**src/logic/sfrd_consts.svh**
```systemverilog
// Offsets, opcodes, field positions and phase lengths of the read path
`ifndef SFRD_CONSTS_SVH
`define SFRD_CONSTS_SVH
// ----------------------------------------
// Register byte offsets and fields
// ----------------------------------------
`define SFRD_REG_CTRL 4'h0
`define SFRD_REG_STAT 4'h4
`define SFRD_REG_MEM 4'h8
`define SFRD_CTRL_WEL 0
`define SFRD_CTRL_WIP 1
`define SFRD_CTRL_4B 2
`define SFRD_CTRL_RST 3
// ----------------------------------------
// Opcodes
// ----------------------------------------
`define SFRD_OP_EXTW 8'hc5
`define SFRD_OP_VOLWE 8'h50
`define SFRD_OP_RD3 8'h03
`define SFRD_OP_RD4 8'h13
`define SFRD_OP_FR3 8'h0b
`define SFRD_OP_FR4 8'h0c
`define SFRD_OP_DO3 8'h3b
`define SFRD_OP_DO4 8'h3c
`define SFRD_OP_QO3 8'h6b
`define SFRD_OP_QO4 8'h6c
`define SFRD_OP_DIO3 8'hbb
`define SFRD_OP_DIO4 8'hbc
`define SFRD_OP_QIO3 8'heb
`define SFRD_OP_QIO4 8'hec
`define SFRD_OP_WRAP 8'h77
`define SFRD_OP_RSTEN 8'h66
`define SFRD_OP_RST 8'h99
`define SFRD_OP_WRSR1 8'h01
`define SFRD_OP_WRSR2 8'h31
`define SFRD_OP_WRSR3 8'h11
// ----------------------------------------
// Mode key, wrap default and phase lengths in serial clocks
// ----------------------------------------
`define SFRD_MODE_KEY 2'b10
`define SFRD_WRAP_DEF 3'b001
`define SFRD_BYTE_BITS 6'h08
`define SFRD_ADDR3 6'h18
`define SFRD_ADDR4 6'h20
`define SFRD_DUMMY_SER 6'h08
`define SFRD_DUMMY_QIO 6'h04
`define SFRD_WRAP_CLKS 6'h20
`endif

```
**src/logic/sfrd_pkg.sv**
```systemverilog
// Types shared by the read path design files
package sfrd_pkg;
    // Command sequencer states
    typedef enum logic [8:0] {
        ST_IDLE  = 9'h001,
        ST_CMD   = 9'h002,
        ST_ADDR  = 9'h004,
        ST_MODE  = 9'h008,
        ST_DUMMY = 9'h010,
        ST_DATA  = 9'h020,
        ST_WRAPC = 9'h040,
        ST_EXTW  = 9'h080,
        ST_SKIP  = 9'h100
    } sfrd_state_e;
    typedef logic [31:0] sfrd_addr_t;
endpackage

```
**src/logic/sfrd_mem.sv**
```systemverilog
// Byte array with one write port and a registered read port
`timescale 1ns/1ns
`default_nettype none
module sfrd_mem #(
    parameter int AW = 8
) (
    input wire logic sys_clk_i,
    input wire logic reset_n_i,
    input wire logic wr_en_i,
    input wire logic [AW-1:0] wr_addr_i,
    input wire logic [7:0] wr_data_i,
    input wire logic [AW-1:0] rd_addr_i,
    output logic [7:0] rd_data_o
);
    logic [7:0] mem_q [0:(1<<AW)-1];

    // Array write, no reset on the storage
    always_ff @(posedge sys_clk_i) begin
        if (wr_en_i) begin
            mem_q[wr_addr_i] <= wr_data_i;
        end
    end

    // Read data always comes out of a register
    always_ff @(posedge sys_clk_i or negedge reset_n_i) begin
        if (!reset_n_i) begin
            rd_data_o <= 8'h00;
        end else begin
            rd_data_o <= mem_q[rd_addr_i];
        end
    end
endmodule
`default_nettype wire

```
**src/logic/sfrd_top.sv**
```systemverilog
// Serial flash read command path with Avalon-MM control registers
//
// Design decisions made here: the Avalon-MM slave port and the address map.
`include "sfrd_consts.svh"
`timescale 1ns/1ns
`default_nettype none
module sfrd_top
    import sfrd_pkg::*;
#(
    parameter int MEM_AW = 8
) (
    input wire logic sys_clk_i,
    input wire logic reset_n_i,
    input wire logic cs_n_i,
    input wire logic sclk_i,
    input wire logic [3:0] lane_in_i,
    output logic [3:0] lane_out_o,
    output logic [3:0] lane_oe_o,
    input wire logic [3:0] avs_address_i,
    input wire logic avs_read_i,
    input wire logic avs_write_i,
    input wire logic [31:0] avs_writedata_i,
    input wire logic [3:0] avs_byteenable_i,
    output logic [31:0] avs_readdata_o,
    output logic avs_waitrequest_o
);
    // ----------------------------------------
    // Pin synchronisers and edge detection
    // ----------------------------------------
    logic cs_n_meta_ff, cs_n_sync_ff, sclk_meta_ff, sclk_sync_ff, sclk_prev_ff;
    logic [3:0] lane_meta_ff, lane_sync_ff;

    // Two flops on every pin before any logic looks at it
    always_ff @(posedge sys_clk_i or negedge reset_n_i) begin
        if (!reset_n_i) begin
            cs_n_meta_ff <= 1'b1;
            cs_n_sync_ff <= 1'b1;
            sclk_meta_ff <= 1'b0;
            sclk_sync_ff <= 1'b0;
            sclk_prev_ff <= 1'b0;
            lane_meta_ff <= 4'h0;
            lane_sync_ff <= 4'h0;
        end else begin
            cs_n_meta_ff <= cs_n_i;
            cs_n_sync_ff <= cs_n_meta_ff;
            sclk_meta_ff <= sclk_i;
            sclk_sync_ff <= sclk_meta_ff;
            sclk_prev_ff <= sclk_sync_ff;
            lane_meta_ff <= lane_in_i;
            lane_sync_ff <= lane_meta_ff;
        end
    end

    wire cs_act = ~cs_n_sync_ff;
    wire rise = sclk_sync_ff & ~sclk_prev_ff;
    wire fall = ~sclk_sync_ff & sclk_prev_ff;

    // ----------------------------------------
    // Control state
    // ----------------------------------------
    sfrd_state_e st_ff, nxt_st, cmd_next;
    logic [5:0] cnt_ff, nxt_cnt;
    logic [7:0] op_ff, ext_addr_ff, dsh_ff, mem_rd;
    logic [31:0] sh_ff, nxt_sh;
    sfrd_addr_t addr_ff;
    logic [2:0] wrap_ff, dcnt_ff;
    logic vol_en_ff, vol_used_ff, cont_ff, rst_arm_ff;
    logic wel_ff, wip_ff, four_b_ff, sreset_ff, wait_ff;
    logic [3:0] lane_out_ff, lane_oe_ff;
    logic [31:0] rdata_ff;

    // Opcode decode: the byte being completed, else the stored one
    wire in_cmd = st_ff == ST_CMD;
    wire [7:0] cmd_byte = {sh_ff[6:0], lane_sync_ff[0]};
    wire [7:0] op_sel = in_cmd ? cmd_byte : op_ff;
    wire is_plain = op_sel == `SFRD_OP_RD3 || op_sel == `SFRD_OP_RD4;
    wire is_fast = op_sel == `SFRD_OP_FR3 || op_sel == `SFRD_OP_FR4;
    wire is_dout = op_sel == `SFRD_OP_DO3 || op_sel == `SFRD_OP_DO4;
    wire is_qout = op_sel == `SFRD_OP_QO3 || op_sel == `SFRD_OP_QO4;
    wire is_dio = op_sel == `SFRD_OP_DIO3 || op_sel == `SFRD_OP_DIO4;
    wire is_qio = op_sel == `SFRD_OP_QIO3 || op_sel == `SFRD_OP_QIO4;
    wire is_read = is_plain | is_fast | is_dout | is_qout | is_dio | is_qio;
    wire op_4b = op_sel == `SFRD_OP_RD4 || op_sel == `SFRD_OP_FR4
        || op_sel == `SFRD_OP_DO4 || op_sel == `SFRD_OP_QO4
        || op_sel == `SFRD_OP_DIO4 || op_sel == `SFRD_OP_QIO4;

    // Address length and phase lengths in serial clocks
    wire long_addr = four_b_ff | op_4b;
    wire [5:0] addr_bits = long_addr ? `SFRD_ADDR4 : `SFRD_ADDR3;
    wire [5:0] addr_clks = is_qio ? (addr_bits >> 2) :
        is_dio ? (addr_bits >> 1) : addr_bits;
    wire [5:0] mode_clks = is_qio ? (`SFRD_BYTE_BITS >> 2) :
        (`SFRD_BYTE_BITS >> 1);
    wire [5:0] dummy_clks = is_qio ? `SFRD_DUMMY_QIO :
        `SFRD_DUMMY_SER;
    wire io_phase = st_ff == ST_ADDR || st_ff == ST_MODE;
    wire in_phase = !(st_ff == ST_IDLE || st_ff == ST_DATA
        || st_ff == ST_SKIP);
    wire step = rise & in_phase;
    wire last = cnt_ff == 6'h01;
    wire phase_end = step & last;
    wire cmd_done = in_cmd & phase_end;
    wire spi_reset = cmd_done & rst_arm_ff & (cmd_byte == `SFRD_OP_RST);
    wire do_reset = sreset_ff | spi_reset;
    wire is_wrsr = cmd_byte == `SFRD_OP_WRSR1 || cmd_byte == `SFRD_OP_WRSR2
        || cmd_byte == `SFRD_OP_WRSR3;

    // Output lane widths and wrap section
    wire out_w4 = is_qio | is_qout;
    wire out_w2 = is_dio | is_dout;
    wire [2:0] byte_last = out_w4 ? 3'h1 : out_w2 ? 3'h3 : 3'h7;
    wire wrap_on = is_qio & ~wrap_ff[0];
    wire [7:0] wmask = (8'h08 << wrap_ff[2:1]) - 8'h01;
    wire [31:0] addr_inc = addr_ff + 32'h1;
    wire [31:0] nxt_addr = wrap_on ?
        ((addr_ff & ~{24'h0, wmask}) | (addr_inc & {24'h0, wmask})) :
        addr_inc;
    wire load = cs_act & fall & (st_ff == ST_DATA) & (dcnt_ff == 3'h0);
    wire [7:0] byte_src = (dcnt_ff == 3'h0) ? mem_rd : dsh_ff;

    // Command decode at the eighth opcode clock
    always_comb begin
        if (is_read) begin
            cmd_next = (is_plain && wip_ff) ? ST_SKIP : ST_ADDR;
        end else if (cmd_byte == `SFRD_OP_WRAP) begin
            cmd_next = ST_WRAPC;
        end else if (cmd_byte == `SFRD_OP_EXTW) begin
            cmd_next = wel_ff ? ST_EXTW : ST_SKIP;
        end else begin
            cmd_next = ST_SKIP;
        end
    end

    // Sequencer next state; select high always returns to idle
    always_comb begin
        nxt_st = st_ff;
        if (!cs_act) begin
            nxt_st = ST_IDLE;
        end else begin
            case (st_ff)
                ST_IDLE: nxt_st = cont_ff ? ST_ADDR : ST_CMD;
                ST_CMD: if (phase_end) nxt_st = cmd_next;
                ST_ADDR: if (phase_end) begin
                    nxt_st = (is_dio | is_qio) ? ST_MODE :
                        is_plain ? ST_DATA : ST_DUMMY;
                end
                ST_MODE: if (phase_end) begin
                    nxt_st = is_qio ? ST_DUMMY : ST_DATA;
                end
                ST_DUMMY: if (phase_end) nxt_st = ST_DATA;
                ST_WRAPC: if (phase_end) nxt_st = ST_SKIP;
                ST_EXTW: if (phase_end) nxt_st = ST_SKIP;
                default: nxt_st = st_ff;
            endcase
        end
    end

    // Length of the phase being entered
    always_comb begin
        case (nxt_st)
            ST_CMD: nxt_cnt = `SFRD_BYTE_BITS;
            ST_ADDR: nxt_cnt = addr_clks;
            ST_MODE: nxt_cnt = mode_clks;
            ST_DUMMY: nxt_cnt = dummy_clks;
            ST_WRAPC: nxt_cnt = `SFRD_WRAP_CLKS;
            ST_EXTW: nxt_cnt = `SFRD_BYTE_BITS;
            default: nxt_cnt = 6'h00;
        endcase
    end

    // Input shifter, MSB first, one, two or four lanes a clock
    always_comb begin
        if (io_phase && is_qio) begin
            nxt_sh = {sh_ff[27:0], lane_sync_ff};
        end else if (io_phase && is_dio) begin
            nxt_sh = {sh_ff[29:0], lane_sync_ff[1:0]};
        end else begin
            nxt_sh = {sh_ff[30:0], lane_sync_ff[0]};
        end
    end

    // ----------------------------------------
    // Sequencer registers
    // ----------------------------------------
    always_ff @(posedge sys_clk_i or negedge reset_n_i) begin
        if (!reset_n_i) begin
            st_ff <= ST_IDLE;
            cnt_ff <= 6'h00;
            sh_ff <= 32'h0;
            op_ff <= 8'h00;
        end else begin
            st_ff <= nxt_st;
            if (st_ff == ST_IDLE || phase_end) cnt_ff <= nxt_cnt;
            else if (step) cnt_ff <= cnt_ff - 6'h01;
            if (step) sh_ff <= nxt_sh;
            if (cmd_done) op_ff <= cmd_byte;
        end
    end

    // Start address; short addresses take the extended byte on top
    always_ff @(posedge sys_clk_i or negedge reset_n_i) begin
        if (!reset_n_i) begin
            addr_ff <= 32'h0;
        end else if (phase_end && st_ff == ST_ADDR) begin
            addr_ff <= long_addr ? nxt_sh :
                {ext_addr_ff, nxt_sh[23:0]};
        end else if (load) begin
            addr_ff <= nxt_addr;
        end
    end

    // Extended address and wrap bits; hardware set wins over reset
    always_ff @(posedge sys_clk_i or negedge reset_n_i) begin
        if (!reset_n_i) begin
            ext_addr_ff <= 8'h00;
            wrap_ff <= `SFRD_WRAP_DEF;
        end else begin
            if (do_reset) ext_addr_ff <= 8'h00;
            if (do_reset) wrap_ff <= `SFRD_WRAP_DEF;
            if (phase_end && st_ff == ST_EXTW) ext_addr_ff <= nxt_sh[7:0];
            if (phase_end && st_ff == ST_WRAPC) wrap_ff <= nxt_sh[6:4];
        end
    end

    // Volatile enable, continuous mode and reset arming
    always_ff @(posedge sys_clk_i or negedge reset_n_i) begin
        if (!reset_n_i) begin
            vol_en_ff <= 1'b0;
            vol_used_ff <= 1'b0;
            cont_ff <= 1'b0;
            rst_arm_ff <= 1'b0;
        end else begin
            if (do_reset) cont_ff <= 1'b0;
            if (do_reset) vol_en_ff <= 1'b0;
            if (cmd_done) rst_arm_ff <= cmd_byte == `SFRD_OP_RSTEN;
            if (cmd_done) vol_en_ff <= cmd_byte == `SFRD_OP_VOLWE;
            if (cmd_done && is_wrsr) vol_used_ff <= vol_en_ff;
            if (phase_end && st_ff == ST_MODE) begin
                cont_ff <= nxt_sh[5:4] == `SFRD_MODE_KEY;
            end
        end
    end

    // Output shifter: load a byte at its first falling edge
    always_ff @(posedge sys_clk_i or negedge reset_n_i) begin
        if (!reset_n_i) begin
            dsh_ff <= 8'h00;
            dcnt_ff <= 3'h0;
        end else if (!cs_act) begin
            dcnt_ff <= 3'h0;
        end else if (fall && st_ff == ST_DATA) begin
            dcnt_ff <= (dcnt_ff == 3'h0) ? byte_last : dcnt_ff - 3'h1;
            dsh_ff <= out_w4 ? {byte_src[3:0], 4'h0} :
                out_w2 ? {byte_src[5:0], 2'h0} : {byte_src[6:0], 1'b0};
        end
    end

    // Lane drivers change on falling edges only in the data phase
    always_ff @(posedge sys_clk_i or negedge reset_n_i) begin
        if (!reset_n_i) begin
            lane_out_ff <= 4'h0;
            lane_oe_ff <= 4'h0;
        end else if (!cs_act || st_ff != ST_DATA) begin
            lane_out_ff <= 4'h0;
            lane_oe_ff <= 4'h0;
        end else if (fall) begin
            lane_out_ff <= out_w4 ? byte_src[7:4] :
                out_w2 ? {2'b00, byte_src[7:6]} :
                {2'b00, byte_src[7], 1'b0};
            lane_oe_ff <= out_w4 ? 4'hf : out_w2 ? 4'h3 : 4'h2;
        end
    end

    assign lane_out_o = lane_out_ff;
    assign lane_oe_o = lane_oe_ff;

    // ----------------------------------------
    // Avalon-MM slave: one wait state on every access
    // ----------------------------------------
    wire req = avs_read_i | avs_write_i;
    wire acc_wr = avs_write_i & ~wait_ff;
    wire sel_ctrl = avs_address_i == `SFRD_REG_CTRL;
    wire sel_stat = avs_address_i == `SFRD_REG_STAT;
    wire sel_mem = avs_address_i == `SFRD_REG_MEM;
    wire ctrl_we = acc_wr & sel_ctrl & avs_byteenable_i[0];
    wire mem_we = acc_wr & sel_mem & (&avs_byteenable_i[1:0]);
    wire [31:0] ctrl_rd = {29'h0, four_b_ff, wip_ff, wel_ff};
    wire [31:0] stat_rd = {17'h0, vol_used_ff, cs_act, cont_ff, vol_en_ff,
        wrap_ff, ext_addr_ff};
    wire [31:0] rd_mux = sel_ctrl ? ctrl_rd : sel_stat ? stat_rd : 32'h0;

    // Array loaded by software, read at the current stream address
    sfrd_mem #(
        .AW(MEM_AW)
    ) u_mem (
        .sys_clk_i(sys_clk_i),
        .reset_n_i(reset_n_i),
        .wr_en_i(mem_we),
        .wr_addr_i(avs_writedata_i[8 +: MEM_AW]),
        .wr_data_i(avs_writedata_i[7:0]),
        .rd_addr_i(addr_ff[MEM_AW-1:0]),
        .rd_data_o(mem_rd)
    );

    // Handshake and read data capture
    always_ff @(posedge sys_clk_i or negedge reset_n_i) begin
        if (!reset_n_i) begin
            wait_ff <= 1'b1;
            rdata_ff <= 32'h0;
        end else begin
            wait_ff <= ~(req & wait_ff);
            if (avs_read_i && wait_ff) rdata_ff <= rd_mux;
        end
    end

    // Control bits written by software; reset bit is a pulse
    always_ff @(posedge sys_clk_i or negedge reset_n_i) begin
        if (!reset_n_i) begin
            wel_ff <= 1'b0;
            wip_ff <= 1'b0;
            four_b_ff <= 1'b0;
            sreset_ff <= 1'b0;
        end else begin
            sreset_ff <= ctrl_we & avs_writedata_i[`SFRD_CTRL_RST];
            if (ctrl_we) begin
                wel_ff <= avs_writedata_i[`SFRD_CTRL_WEL];
                wip_ff <= avs_writedata_i[`SFRD_CTRL_WIP];
                four_b_ff <= avs_writedata_i[`SFRD_CTRL_4B];
            end
        end
    end

    assign avs_waitrequest_o = wait_ff;
    assign avs_readdata_o = rdata_ff;
endmodule
`default_nettype wire

```
**config.mk**
```make
export PLATFORM = sky130hd
export DESIGN_NAME = sfrd_top
export DESIGN_NICKNAME = d
export VERILOG_FILES = /design/src/logic/sfrd_pkg.sv /design/src/logic/sfrd_mem.sv /design/src/logic/sfrd_top.sv
export VERILOG_INCLUDE_DIRS = /design/src /design/src/logic
export SDC_FILE = /design/constraint.sdc
export NUM_CORES = 2
export LEC_CHECK = 0
export ABC_CLOCK_PERIOD_IN_PS = 6450
export BUFFER_PORTS_ARGS = -buffer_cell sky130_fd_sc_hd__buf_2
export CORE_MARGIN = 3
export CORE_UTILIZATION = 35
export CTS_CLUSTER_DIAMETER = 150
export CTS_CLUSTER_SIZE = 16
export DETAILED_ROUTE_END_ITERATION = 8
export HOLD_SLACK_MARGIN = 0.15
export SKIP_LAST_GASP = 1
export SLEW_MARGIN = 20
export SYNTH_ARGS = -nofsm -noshare
export SYNTH_HDL_FRONTEND = slang
export SYNTH_SLANG_ARGS = --single-unit
```
**constraint.sdc**
```tcl
create_clock -name sys_clk_i -period 6.45 [get_ports sys_clk_i]
set_clock_uncertainty 0.1 [all_clocks]
set_input_delay 0.645 -clock sys_clk_i [delete_from_list [all_inputs] [get_ports sys_clk_i]]
set_output_delay 0.645 -clock sys_clk_i [all_outputs]
set_load 0.03 [all_outputs]
```
==> flow_summary.toml <==
[clock_tree]
cts.htree.levels = 4
cts_buffer_depth = 3
clock_latency_ps = 800
cts_root_buffer = "clkbuf_16"
clock_sinks = 2159
tritoncts = "done"
clk_pin_slew_worst_paths_ps = 80
numCtsBuffers = 152

[placed_design]
postPlaceCellArea_um2 = 89000
post-dp-hpwl_um = 120000
place.detailed.instances = 6972
buffer_ports.inserted = 55
place.gp.congestion = 0.786

[global_routing]
grt_antenna_before_repair = 5
final_global_route_overflow_total = 0
grt_pass1_wl_um = 293000
overall_fraction_of_global_route_tracks_in_use = 0.161
vias_in_the_first_global_route = 39900
grt_start_max_net_pins = 143

[sta]
min_period_ps = 4130
timing.final.crit_share = 0.640
finalHoldViolations = 0
worstMarginPinSlew_ps = 1110
final-max-slew-violation-count = 0
maxSlewHeadroom = 0.257
rsz0062_at_grt = "no"
setup_viol = 0
maximum_operating_frequency_ghz = 0.242
finalSetupTns_ps = 0

[logic_synthesis]
synth_cell_types = 73
postSynthRegisterBits = 2159
post-synth-top-area-fraction = 0.725
netlist_area_um2 = 84800
syn_avg_cell_area_um2 = 21.8
synth_largest_area_cell = "edfxtp_1"
netlist_top_cells_area = "edfxtp_1 (72%), mux4_2 (18%), dfrtp_1 (3.1%), nor2_1 (1.4%), clkbuf_1 (0.65%)"
yosys_warnings = 0
synth-main-ff-cell = "edfxtp_1"
synth-edff-count = 2048
synthArstFlopShare = 0.0514
synth_sequential_area_ratio = 0.758
synthesis.instances = 3887

[die]
rows = 180
initial_core_util = 0.352
die_width_um = 498
die-area_um2 = 248000
core-area_um2 = 241000
top_level_ports = 91
fp.dieH_um = 498

[critical_path]
timing.critical_path.mode_cell = "mux4_2"
critical_path.max_stage_delay_ps = 830
worstPathMaxFanout = 31
critical_path_cell_by_cell = "buf_4, mux4_2, mux4_2, mux4_2, mux4_2"
worstSetupStartpointType = "register"
r2r.worst_path.cells = 5
worstPathArrival_ps = 4690
worst_ep_required_time_ps = 7020
setup.worst_path.class = "register to register"
setup.worst_path.end_class = "register"
timing.critical_path.slowest_stage_cell = "dfrtp_4"

[routing]
route.vias.total = 38800
post_dr_wirelength_cell_um = 28.0
vias_per_cell = 5.42
dr.first_iter.drc_count = 3730
post-route-drc-count = 0
dr.pass1.iters = 5
routed_wl_um = 201000
postRouteAntennaNets = 0

[run_status]
run_status = "complete, no violations"

[finish]
area.growth.synth_to_final_pct = 9.89
final_nets = 4010
postLayoutCellArea_um2 = 93200
final-seq-area_um2 = 64300
num-fill-cells = 21100
fin_cells = 7168
mostFrequentLayoutCell = "edfxtp_1"
layout.cells.most_common_list = "edfxtp_1 (2,048), mux4_2 (681), nor2_1 (313)"
layout_cells_sized_above_1 = 0.257
insertedDiodeCount = 0
multiInputGateArea_um2 = 19500

[hold_path]
hold_depth = 1
hold_path.class = "input port to register"

[power]
power_density_nw_per_um2 = 283
power.ir.vdd_worst_v = 0.000312
pleak_nw = 27.3

[run]
number_of_max_cap_violations = 0
synth_stat cells, drive strengths merged (9+ instances only):
cell type and n:
a21oi 31, buf 97, clkbuf 146, dfrtp 106, edfxtp 2048, ha 9, inv 22, mux2 9
mux2i 25, mux4 681, nand2 131, nand3 25, nand4 10, nor2 313, nor2b 17, nor3 16
o21ai 57
through the flow:
| stage | util | power, W | setup slack [ps] | hold WS (ps) |
|---|---|---|---|---|
| after floorplan | - | 0.0170 | 3190 | 231 |
| after global placement | 0.370 | 0.0178 | 2070 | 236 |
| after detailed placement | 0.370 | 0.0178 | 2060 | 236 |
| after CTS | 0.387 | 0.0266 | 2250 | 184 |
| after global routing | 0.387 | 0.0272 | 2080 | 221 |
| final | 0.387 | 0.0264 | 2320 | 243 |
flip-flops by register name, summed over array words and instances (netlist names), 6 cells and up, named ones only:
register,count
cnt_ff,6
ext_addr_ff,8
st_ff,9
u_mem.mem_q,2048
sh_ff,7
u_mem.rd_data_o,8
dsh_ff,7
op_ff,8
avs_readdata_o,15
layout make-up:
type,instances,share of cell area
Inverter,22,0.000886
Sequential cell,2159,0.690
Multi-Input combinational cell,1479,0.210
Clock buffer,178,0.0430
Clock inverter,8,0.00103
Tap cell,3185,0.0427
Timing Repair Buffer,137,0.0131
metal layers:
layer / wire [µm] / global-route usage / vias up
li1: - / - / 16200
met1: 83900 / 0.222 / 21200
met3: 11600 / 0.0267 / 245
met2: 101000 / 0.266 / 1178
met5: 21 / 0 / -
met4: 4770 / 0.0421 / 2
logic make-up (layout without fill, tap and decap cells):
logic type / after synthesis / count (layout) / share of synthesized area
flip-flops: 2159 / 2159 / 0.758
AO/OA/AOI/OAI: 144 / 144 / 0.0108
XOR/XNOR: 14 / 14 / 0.00145
multiplexers: 715 / 715 / 0.185
buffers and inverters: 265 / 345 / 0.0135
other: 1 / 17 / 0.0000442
AND/OR/NAND/NOR: 580 / 580 / 0.0303
adder cells (fa/ha/maj): 9 / 9 / 0.00133
path summary, 6_finish.rpt:
path	from	end	slack, ps
worst max-delay path	addr_ff[0]	u_mem.rd_data_o[4]	2320
worst min-delay path	avs_writedata_i[0]	u_mem.mem_q[85][0]	240
worst max register to register	addr_ff[0]	u_mem.rd_data_o[4]	2320
worst min register to register	lane_meta_ff[3]	lane_sync_ff[3]	250
max in group asynchronous	reset_n_i	addr_ff[1]	4590
min in group asynchronous	reset_n_i	sclk_meta_ff	330
what timing repair did:
action,CTS,global route
hold buffers,10,0
resized for setup,0,0
hold endpoints to repair,58,0
endpoints found under the setup margin,0,0
buffers inserted,0,0
report_power, final:
group          switching, W  leakage [nW]  internal (W)  total, W
clock network       0.00452          2.01       0.00437   0.00890
logic               0.00114          5.43      0.000749   0.00188
registers          0.000184          19.9        0.0154    0.0156
total               0.00584          27.3        0.0205    0.0264
critical path, delay by kind of cell, from the launching register on:
kind / cells / cell delay (ps)
mux: 4 / 2360
flops: 1 / 830
buf+inv: 1 / 630
Power figures use the tool's default switching activity.
